### src/hdl/urs_pkg.sv
package urs_pkg;
    // Register bus shape
    localparam int URS_DATA_W = 16;
    localparam int URS_ADDR_W = 2;
    // Register offsets (word index on the plain port)
    localparam logic [1:0] URS_OFF_STATUS = 2'h0;
    localparam logic [1:0] URS_OFF_DATA = 2'h1;
    localparam logic [1:0] URS_OFF_MODE = 2'h2;
    localparam logic [1:0] URS_OFF_BAUD = 2'h3;
    // Status register field positions
    localparam int URS_BIT_ADDR_EN = 5;
    localparam int URS_BIT_IDLE = 4;
    localparam int URS_BIT_PARITY_FAULT_FLAG = 3;
    localparam int URS_BIT_FRAMING_FAULT_FLAG = 2;
    localparam int URS_BIT_OVR = 1;
    localparam int URS_BIT_AVAIL = 0;
    // Mode register: parity and data selection field at bits 2:1
    localparam int URS_PDS_LSB = 1;
    localparam logic [1:0] URS_PDS_8N = 2'h0;
    localparam logic [1:0] URS_PDS_8E = 2'h1;
    localparam logic [1:0] URS_PDS_8O = 2'h2;
    localparam logic [1:0] URS_PDS_9N = 2'h3;
    // Receive queue and character word {parity err, framing err, data[8:0]}
    localparam int URS_FIFO_DEPTH = 4;
    localparam int URS_CHAR_W = 11;
    localparam int URS_CHAR_PARITY_FAULT_FLAG = 10;
    localparam int URS_CHAR_FRAMING_FAULT_FLAG = 9;
    // Reset values
    localparam logic [1:0] URS_PDS_RST = 2'h0;
    localparam logic [15:0] URS_BAUD_RST = 16'h0363;
    // Receiver states
    typedef enum logic [2:0] {
        URS_S_IDLE = 3'b000,
        URS_S_START = 3'b001,
        URS_S_DATA = 3'b010,
        URS_S_PAR = 3'b011,
        URS_S_STOP = 3'b100
    } urs_state_t;
endpackage

### src/hdl/urs_fifo.sv
`timescale 1ns/10ps
`default_nettype none
module urs_fifo
    import urs_pkg::*;
#(
    parameter int W = 11,
    parameter int DEPTH = 4
)(
    input wire logic sys_clk,
    input wire logic sys_rst,
    input wire logic ce,
    input wire logic flush,
    input wire logic wr_valid,
    output logic wr_ready,
    input wire logic [W-1:0] wr_data,
    output logic rd_valid,
    input wire logic rd_ready,
    output logic [W-1:0] rd_data
);
    localparam int PW = (DEPTH > 1) ? $clog2(DEPTH) : 1;
    localparam int CW = $clog2(DEPTH + 1);

    typedef struct packed {
        logic [DEPTH-1:0][W-1:0] mem;
        logic [PW-1:0] wr_ptr;
        logic [PW-1:0] rd_ptr;
        logic [CW-1:0] count;
        logic [W-1:0] head;
        logic full;
        logic avail;
    } urs_fifo_t;

    urs_fifo_t s_reg, s_next;
    logic do_wr, do_rd;

    assign wr_ready = ~s_reg.full;
    assign rd_valid = s_reg.avail;
    assign rd_data = s_reg.head;

    // Pointer, count and registered head word
    always_comb
    begin
        s_next = s_reg;
        do_wr = wr_valid && !s_reg.full;
        do_rd = rd_ready && s_reg.avail;
        if (flush)
        begin
            s_next.wr_ptr = '0;
            s_next.rd_ptr = '0;
            s_next.count = '0;
        end
        else
        begin
            if (do_wr)
            begin
                s_next.mem[s_reg.wr_ptr] = wr_data;
                s_next.wr_ptr = (s_reg.wr_ptr == PW'(DEPTH - 1)) ? '0 : s_reg.wr_ptr + 1'b1;
            end
            if (do_rd)
                s_next.rd_ptr = (s_reg.rd_ptr == PW'(DEPTH - 1)) ? '0 : s_reg.rd_ptr + 1'b1;
            if (do_wr && !do_rd)
                s_next.count = s_reg.count + 1'b1;
            else if (do_rd && !do_wr)
                s_next.count = s_reg.count - 1'b1;
        end
        s_next.full = (s_next.count == CW'(DEPTH));
        s_next.avail = (s_next.count != '0);
        s_next.head = s_next.avail ? s_next.mem[s_next.rd_ptr] : '0;
    end

    // State register
    always_ff @(posedge sys_clk)
    begin
        if (sys_rst)
            s_reg <= '0;
        else if (ce)
            s_reg <= s_next;
    end
endmodule
`default_nettype wire

### src/hdl/urs_top.sv
// Local design decisions: the plain strobed port and the placing of the registers.
`timescale 1ns/10ps
`default_nettype none
module urs_top
    import urs_pkg::*;
(
    input wire logic sys_clk,
    input wire logic sys_rst,
    input wire logic ce,
    input wire logic serial_receive_pin,
    input wire logic [URS_ADDR_W-1:0] reg_addr,
    input wire logic [URS_DATA_W-1:0] reg_wdata,
    input wire logic reg_wr,
    input wire logic reg_rd,
    output logic [URS_DATA_W-1:0] reg_rdata
);
    typedef struct packed {
        urs_state_t state;
        logic [15:0] baud_cnt;
        logic [3:0] bit_cnt;
        logic [8:0] receive_shift_register;
        logic par_acc;
        logic par_err;
        logic address_match_enable;
        logic overrun_flag;
        logic [1:0] parity_data_select;
        logic [15:0] baud_div;
        logic [URS_DATA_W-1:0] rdata;
    } urs_top_t;

    urs_top_t s_reg, s_next;

    // Queue handshake, receiver strobes and status decode
    logic q_wr_valid, q_wr_ready, q_rd_valid, q_rd_ready, q_flush;
    logic [URS_CHAR_W-1:0] q_wr_data, q_rd_data;
    logic done, keep, bit_end, half_end, ovr_set, ovr_clr, nine_bit;
    logic [3:0] last_bit;
    logic [URS_DATA_W-1:0] status_word;

    // Read data straight from its register
    assign reg_rdata = s_reg.rdata;

    // Four-entry receive queue with valid/ready on both sides
    urs_fifo #(
        .W(URS_CHAR_W),
        .DEPTH(URS_FIFO_DEPTH)
    ) u_queue (
        .sys_clk(sys_clk),
        .sys_rst(sys_rst),
        .ce(ce),
        .flush(q_flush),
        .wr_valid(q_wr_valid),
        .wr_ready(q_wr_ready),
        .wr_data(q_wr_data),
        .rd_valid(q_rd_valid),
        .rd_ready(q_rd_ready),
        .rd_data(q_rd_data)
    );

    // Receiver, queue control and register port
    always_comb
    begin
        s_next = s_reg;
        done = 1'b0;
        bit_end = (s_reg.baud_cnt == s_reg.baud_div);
        half_end = (s_reg.baud_cnt == {1'b0, s_reg.baud_div[15:1]});
        nine_bit = (s_reg.parity_data_select == URS_PDS_9N);
        last_bit = nine_bit ? 4'h8 : 4'h7;
        q_wr_data = '0;
        s_next.baud_cnt = s_reg.baud_cnt + 16'h0001;

        // Bit timing: half period to mid start, then full periods
        case (s_reg.state)
            URS_S_IDLE:
            begin
                s_next.baud_cnt = '0;
                if (!serial_receive_pin)
                    s_next.state = URS_S_START;
            end
            URS_S_START:
            begin
                if (half_end)
                begin
                    s_next.baud_cnt = '0;
                    s_next.bit_cnt = '0;
                    s_next.receive_shift_register = '0;
                    s_next.par_acc = 1'b0;
                    s_next.par_err = 1'b0;
                    // A high level at mid start bit is a glitch
                    s_next.state = serial_receive_pin ? URS_S_IDLE : URS_S_DATA;
                end
            end
            URS_S_DATA:
            begin
                if (bit_end)
                begin
                    s_next.baud_cnt = '0;
                    s_next.receive_shift_register[s_reg.bit_cnt] = serial_receive_pin;
                    s_next.par_acc = s_reg.par_acc ^ serial_receive_pin;
                    s_next.bit_cnt = s_reg.bit_cnt + 4'h1;
                    if (s_reg.bit_cnt == last_bit)
                    begin
                        if (s_reg.parity_data_select == URS_PDS_8E ||
                            s_reg.parity_data_select == URS_PDS_8O)
                            s_next.state = URS_S_PAR;
                        else
                            s_next.state = URS_S_STOP;
                    end
                end
            end
            URS_S_PAR:
            begin
                if (bit_end)
                begin
                    s_next.baud_cnt = '0;
                    s_next.par_err = (s_reg.par_acc ^ serial_receive_pin) !=
                        (s_reg.parity_data_select == URS_PDS_8O);
                    s_next.state = URS_S_STOP;
                end
            end
            URS_S_STOP:
            begin
                if (bit_end)
                begin
                    done = 1'b1;
                    s_next.state = URS_S_IDLE;
                end
            end
            default:
                s_next.state = URS_S_IDLE;
        endcase

        // Completed character: parity and framing travel with it
        q_wr_data[8:0] = s_reg.receive_shift_register;
        q_wr_data[URS_CHAR_PARITY_FAULT_FLAG] = s_reg.par_err;
        q_wr_data[URS_CHAR_FRAMING_FAULT_FLAG] = !serial_receive_pin;
        keep = !(s_reg.address_match_enable && nine_bit &&
            !s_reg.receive_shift_register[8]);
        // Characters are dropped while overrun stands
        q_wr_valid = done && keep && !s_reg.overrun_flag;
        ovr_set = q_wr_valid && !q_wr_ready;

        // Status word as seen by software
        status_word = '0;
        status_word[URS_BIT_ADDR_EN] = s_reg.address_match_enable;
        status_word[URS_BIT_IDLE] = (s_reg.state == URS_S_IDLE);
        status_word[URS_BIT_PARITY_FAULT_FLAG] = q_rd_valid && q_rd_data[URS_CHAR_PARITY_FAULT_FLAG];
        status_word[URS_BIT_FRAMING_FAULT_FLAG] = q_rd_valid && q_rd_data[URS_CHAR_FRAMING_FAULT_FLAG];
        status_word[URS_BIT_OVR] = s_reg.overrun_flag;
        status_word[URS_BIT_AVAIL] = q_rd_valid;

        // Register writes; overrun can only be cleared, set wins
        ovr_clr = 1'b0;
        if (reg_wr)
        begin
            if (reg_addr == URS_OFF_STATUS)
            begin
                s_next.address_match_enable = reg_wdata[URS_BIT_ADDR_EN];
                ovr_clr = s_reg.overrun_flag && !reg_wdata[URS_BIT_OVR];
            end
            else if (reg_addr == URS_OFF_MODE)
                s_next.parity_data_select = reg_wdata[URS_PDS_LSB +: 2];
            else if (reg_addr == URS_OFF_BAUD)
                s_next.baud_div = reg_wdata;
        end
        if (ovr_set)
            s_next.overrun_flag = 1'b1;
        else if (ovr_clr)
            s_next.overrun_flag = 1'b0;

        // Clearing overrun empties queue and shift register
        q_flush = ovr_clr && !ovr_set;
        if (q_flush)
        begin
            s_next.state = URS_S_IDLE;
            s_next.receive_shift_register = '0;
            s_next.bit_cnt = '0;
            s_next.baud_cnt = '0;
        end

        // Register reads; data read pops the queue head
        q_rd_ready = reg_rd && (reg_addr == URS_OFF_DATA);
        s_next.rdata = '0;
        if (reg_rd)
        begin
            if (reg_addr == URS_OFF_STATUS)
                s_next.rdata = status_word;
            else if (reg_addr == URS_OFF_DATA)
                s_next.rdata = q_rd_valid ? {7'h00, q_rd_data[8:0]} : '0;
            else if (reg_addr == URS_OFF_MODE)
                s_next.rdata = {13'h0000, s_reg.parity_data_select, 1'b0};
            else
                s_next.rdata = s_reg.baud_div;
        end
    end

    // State register with clock enable
    always_ff @(posedge sys_clk)
    begin
        if (sys_rst)
        begin
            s_reg <= '0;
            s_reg.state <= URS_S_IDLE;
            s_reg.parity_data_select <= URS_PDS_RST;
            s_reg.baud_div <= URS_BAUD_RST;
        end
        else if (ce)
            s_reg <= s_next;
    end
endmodule
`default_nettype wire

### config.mk
export PLATFORM = sky130hd
export DESIGN_NAME = urs_top
export DESIGN_NICKNAME = d
export VERILOG_FILES = /design/src/hdl/urs_pkg.sv /design/src/hdl/urs_fifo.sv /design/src/hdl/urs_top.sv
export SDC_FILE = /design/constraint.sdc
export NUM_CORES = 1
export LEC_CHECK = 0
export ABC_AREA = 1
export BUFFER_PORTS_ARGS = -buffer_cell sky130_fd_sc_hd__clkbuf_2
export CAP_MARGIN = 10
export CORE_ASPECT_RATIO = 0.7
export CORE_UTILIZATION = 60
export DETAILED_ROUTE_END_ITERATION = 8
export PLACE_DENSITY = 0.78
export SKIP_LAST_GASP = 1
export SLEW_MARGIN = 40
export SYNTH_ARGS = -nofsm -noshare
export SYNTH_HDL_FRONTEND = slang
export SYNTH_SLANG_ARGS = --single-unit
### constraint.sdc
create_clock -name sys_clk -period 4.2 [get_ports sys_clk]
set_clock_uncertainty 0.1 [all_clocks]
set_input_delay 0.21 -clock sys_clk [delete_from_list [all_inputs] [get_ports sys_clk]]
set_output_delay 0.21 -clock sys_clk [all_outputs]
set_load 0.01 [all_outputs]
; ---- Word-level counts from Yosys, hierarchy flattened
; Cells that the tools add are included.
[totals]
word_cells = 147
output_inout_bits = 16
reg_bits = 134
in_bits = 24
[op_classes]
n_addsub = 6
n_eq_ne = 26
n_lt_le_gt_ge = 5
muxes = 43
bitwise = 3
reduce_logical = 43
[ops]
columns = operator, count
row1 = $mux W16, 4
row2 = $pmux W16 S4, 1
row3 = $mux W46, 1
row4 = $bwmux W44, 1
row5 = $mux W44, 1
row6 = $mux W34, 1
row7 = $mux W11, 3
row8 = $mux W33, 1
row9 = $mux W32, 1
row10 = $pmux W14 S2, 1
row11 = $bmux W11 S2, 1
row12 = $demux W11 S2, 1
row13 = $mux W19, 1
row14 = $mux W3, 6
row15 = $ne A3 B3 Y1 const B, 6
row16 = $add A16 B1 Y16 const B, 1
row17 = $eq A16 B15 Y1, 1
row18 = $eq A16 B16 Y1, 1
row19 = $logic_and A1 B1 Y1, 16
row20 = $reduce_and A4 Y1, 4
row21 = $pmux W3 S5, 1
row22 = $eq A2 B2 Y1 const B, 6
row23 = $bwmux W9, 1
row24 = $logic_not A1 Y1, 9
row25 = other kinds (33), 56

; ---- Depth between registers and ports, before layout
[depth]
word_depth = 15
depth_mapped = 18
mapped_depth_nobuf = 16

; ---- Cells and area by module
; A second synthesis with hierarchy kept.
[unflattened]
cells_unflattened = 1197
area_unflattened_um2 = 8082.8
[by_module_without_submodules]
columns = module, cells_per_inst, area_each_um2, instances, seq_area_each_um2
row1 = urs_top, 665, 4251.6, 1, 1401.3
row2 = urs_fifo, 532, 3831.2, 1, 1281.2

; ---- Worst setup path after synthesis
; Ideal clock, no wire load.
[synth_path]
path_type = register to register
from = register s_reg[33] (netlist name)
to = register u_queue.s_reg, in the netlist u_queue.rd_data[10]
t_arrival_ns = 1.899
synth_period_minus_slack_ns = 2.131
setup_ns = 0.132
path_buffers = 1
t_required_ns = 3.968
path_slack_ns = 2.069
path_stages_with_launch = 15
path_cell_list = dfxtp_1 -> ha_1 -> nand2_1 -> nor2_1 -> nor3_1 -> nand4_2 -> inv_1 -> nand3_1 -> nand2_1 -> inv_1 -> nand2_1 -> nand3_1 -> buf_4 -> nand3_1 -> a21oi_1
[synth_between]
elab_chain_cells = 14
word_cells_on_any_way = 22
classes_between = eq/ne: 1 / mux: 8 / reduce/logical: 13
[synth_lines]
columns = item, line
row1 = start: declaration, urs_top.sv:31  ; urs_top_t s_reg, s_next;
row2 = start signal: assignment, urs_top.sv:208  ; s_reg <= s_next;
row3 = $eq A2 B2 Y1 (*), urs_top.sv:67  ; nine_bit = (s_reg.parity_data_select == URS_PDS_9N);
row4 = $logic_and A1 B1 Y1 (*) (2 in series), urs_top.sv:137  ; keep = !(s_reg.address_match_enable && nine_bit &&
row5 = $logic_not A1 Y1 (*), urs_top.sv:137
row6 = $logic_and A1 B1 Y1 (*) (2 in series), urs_top.sv:140  ; q_wr_valid = done && keep && !s_reg.overrun_flag;
row7 = $logic_and A1 B1 Y1, urs_fifo.sv:44  ; do_wr = wr_valid && !s_reg.full;
row8 = $logic_not A1 Y1, urs_fifo.sv:63  ; else if (do_rd && !do_wr)
row9 = $logic_and A1 B1 Y1, urs_fifo.sv:63
row10 = $mux W3, urs_fifo.sv:63
row11 = $mux W3, urs_fifo.sv:61  ; if (do_wr && !do_rd)
row12 = $mux W7, urs_fifo.sv:46  ; if (flush)
row13 = $reduce_bool A3 Y1, urs_fifo.sv:67  ; s_next.avail = (s_next.count != '0);
row14 = $mux W11 (*), urs_fifo.sv:68  ; s_next.head = s_next.avail ? s_next.mem[s_next.rd_ptr] : '0;
row15 = end signal: assignment, urs_fifo.sv:77  ; s_reg <= s_next;
row16 = end: declaration, urs_fifo.sv:33  ; urs_fifo_t s_reg, s_next;
; Every way passes the cells marked *; elsewhere a longest branch is shown, timed or not. The select of a mux whose other input is x is not followed.
; A chain may end at the register's enable or synchronous reset.

; ---- Worst setup path in the final report
[layout_path]
from = register s_reg[33] (netlist name)
to = register u_queue.s_reg, in the netlist u_queue.rd_data[0]
; The elaborated chain is that of the path after synthesis.

==> results.toml <==
[status]
status = "finished, final reports clean"

[routing]
detail_route.first_pass.iterations = 6
avgViaCountPerCell = 5.97
post_drt_wl_per_cell_um = 16.9
num_vias = 7696
routed_wl_um = 21800
route.antenna.remaining_nets = 0
remaining_drc_errors = 0
detail_route.iter0.violations = 1056

[job]
cap_viol_max_count = 0

[synth]
synthDistinctLibCells = 40
yosysSeqAreaShare = 0.356
synth_nets = 1155
synthesized_flop_and_latch_total = 134
syn_inst = 1117
syn_area_per_cell_um2 = 6.74
post_synth_instance_area_um2 = 7530
synthesis.yosys.warnings = 0

[cts]
cts-resized-gates = 0
cts.hold.buffers_added = 14
cts.htree.levels = 4
cts.sinks = 134
worstSkewPairLatency_ps = 420
cts_root_buffer = "clkbuf_16"
post-cts-setup-buffers = 0
cts.reportedPaths.clkPinSlew_ps = 60
cts-root-to-sink-buffers = 2
tritoncts = "done"
cts_inserted_buffers = 17

[placement]
number_of_input_and_output_port_buffers_inserted = 39
dp_cells = 1244
placedInstanceArea_um2 = 7600
gpl.final_weighted_congestion = 1.02
total_half_perimeter_wirelength_after_legalization_and_detailed_placement_um = 14800

[setup_path]
cp.arrival_ps = 3490
cp-start-kind = "flop"
cp_data_required_time_ps = 4380
critical_path_class = "reg -> reg"
critical_path_peak_fanout = 24
timing.critical_path.to_type = "flop"

[hold_path]
worstHoldPathType = "in -> reg"

[finish]
finalNetCount = 1158
utilization = 0.701
finalInstanceArea_um2 = 8400
final-seq-area_um2 = 2680
fillers = 975
largest_register_ffs = 52
diodes = 0
non_filler_instances = 1290
final_layout_size_suffix_gt1_frac = 0.0944
multi_input_area_um2 = 3970
syn2layout_area_growth_pct = 11.5

[floorplanning]
start_util = 0.629
std_cell_rows = 33
dieArea_um2 = 13000
coreArea_um2 = 12000
boundary_pin_count = 40
die-height_um = 95.7
fp.dieW_um = 136

[timing]
tmin_final_ps = 3310
worstMarginPinSlew_ps = 816
rsz_0062_raised_after_global_routing = "false"
timing.final.max_slew_violations = 0
achievable-frequency_ghz = 0.302
hold_viol = 0
timing.final.crit_share = 0.788
timing.max_slew.rel_slack = 0.455
final-setup-viol-count = 0
setup_tns_ps = 0

[power_and_ir_drop]
internal_power_summed_over_all_cells_mw = 2.62
total_power_mw = 3.67
power.leakage_nw = 3.72
vdd_drop_max_uv = 453
clock_power_share = 0.450
p_seq_frac = 0.386
power_per_cell_area_nw_per_um2 = 437
p_sw_frac = 0.287
switching_power_of_the_nets_mw = 1.05
power_frac_comb = 0.164

[grt]
grt_pass1_wl_um = 33900
grt_start_max_net_pins = 98
grt_pass1_vias = 6432
grt_remaining_overflow = 0
initial_antenna_violation_count = 0
grt_usage = 0.344
==> per-stage QoR <==
step | setup WS [ps] | hold WS [ps]
2_1_floorplan | 2070 | 236
3_3_place_gp | 1060 | 328
3_5_place_dp | 1030 | 335
4_1_cts | 974 | 1.81
5_1_grt | 702 | 4.96
6_report | 889 | 5.74
==> layout by cell type (no fill, tap or decap), drive strengths merged, types with 3 or more instances in the layout <==
| master | n |
|---|---|
| nand2 | 239 |
| nand3 | 167 |
| dfxtp | 134 |
| inv | 126 |
| nor2 | 79 |
| a21oi | 78 |
| clkbuf | 57 |
| o21ai | 52 |
| o211ai | 50 |
| nand4 | 39 |
| xor2 | 14 |
| ha | 14 |
| dlygate4sd3 | 14 |
| nor3 | 14 |
| buf | 11 |
| clkinv | 6 |
| bufinv | 5 |
| nor4 | 5 |
| xnor2 | 4 |
| o2111ai | 3 |
| nand3b | 3 |
==> worst max-delay path, stage by stage, from the launching register on <==
cell	delay [ps]
dfxtp_1	340
ha_1	240
nand2_1	90
nor2_1	40
nor3_1	510
inv_2	90
nor2_4	480
nand3_1	500
nand2_1	210
nand3_1	90
nand3_1	200
nand2_1	110
nand3_1	90
a21oi_1	80
==> final timing paths <==
path	startpoint	cells past startpoint	slack [ps]	endpoint
worst max register to register	s_reg[33]	13	890	u_queue.rd_data[0]
worst min-delay path	reg_wdata[3]	3	6	s_reg[19]
worst min register to register	reg_rdata[6]	2	360	reg_rdata[6]
worst max-delay path	s_reg[33]	13	890	u_queue.rd_data[0]
==> per-layer routing <==
layer	share of wire	global-route usage	up-vias	routed length, um
li1	-	-	3753	-
met1	0.46	0.510	3468	10100
met2	0.39	0.453	434	8390
met3	0.14	0.134	41	3000
met4	0.015	0.0824	0	329
met5	0	0	-	0
==> cell type report <==
type	count	area share
clock buffers	19	0.0539
clock inverters	13	0.0241
multi-input cells	778	0.473
inverters	126	0.0563
flip-flops and latches	134	0.320
repair buffers	63	0.0496
well taps	157	0.0234
==> synth_stat cells <==
cell type / count / area [um^2]
nor4_1: 4 / 25.0
o211ai_1: 50 / 375
o2111ai_1: 3 / 26.3
nor2_1: 74 / 278
dfxtp_1: 134 / 2680
inv_1: 113 / 424
a221oi_1: 2 / 17.5
nand4_1: 38 / 238
nand2_4: 1 / 11.3
o31ai_1: 1 / 7.51
xor2_1: 14 / 123
nand3b_1: 3 / 22.5
clkbuf_1: 38 / 143
ha_1: 14 / 175
o221ai_1: 1 / 8.76
buf_1: 12 / 45.0
o22ai_1: 2 / 12.5
nand3_1: 166 / 831
a32oi_1: 2 / 17.5
nor3b_1: 1 / 7.51
nor2_4: 1 / 11.3
or2_2: 2 / 12.5
buf_4: 18 / 135
nand3_2: 1 / 10.0
nor3_1: 13 / 65.1
inv_2: 13 / 48.8
a2111o_1: 1 / 11.3
xnor2_1: 4 / 35.0
nor4_4: 1 / 21.3
a211oi_1: 2 / 15.0
nand2_1: 238 / 893
o211a_1: 1 / 10.0
o21ai_0: 52 / 260
nor3_2: 1 / 10.0
a31oi_1: 2 / 12.5
nand4_2: 1 / 12.5
buf_6: 4 / 45.0
buf_2: 7 / 35.0
a21oi_1: 78 / 390
nor2_2: 4 / 25.0
==> cells by family after synthesis <==
logic type,count (synthesis),synth area share
buffers and inverters,205,0.116
XOR/XNOR,18,0.0209
flip-flops,134,0.356
AND/OR/NAND/NOR,549,0.329
adder cells (fa/ha/maj),14,0.0233
AO/OA/AOI/OAI,197,0.155
==> power by group through the flow <==
stage | registers, mW | logic (mW) | clock network [mW]
after floorplan | 1.42 | 0.438 | 0
after global placement | 1.44 | 0.553 | 0
after detailed placement | 1.44 | 0.559 | 0
after CTS | 1.41 | 0.581 | 1.66
after global routing | 1.42 | 0.674 | 1.72
final | 1.42 | 0.601 | 1.65
Note: power is estimated with default switching activity, not from simulation.
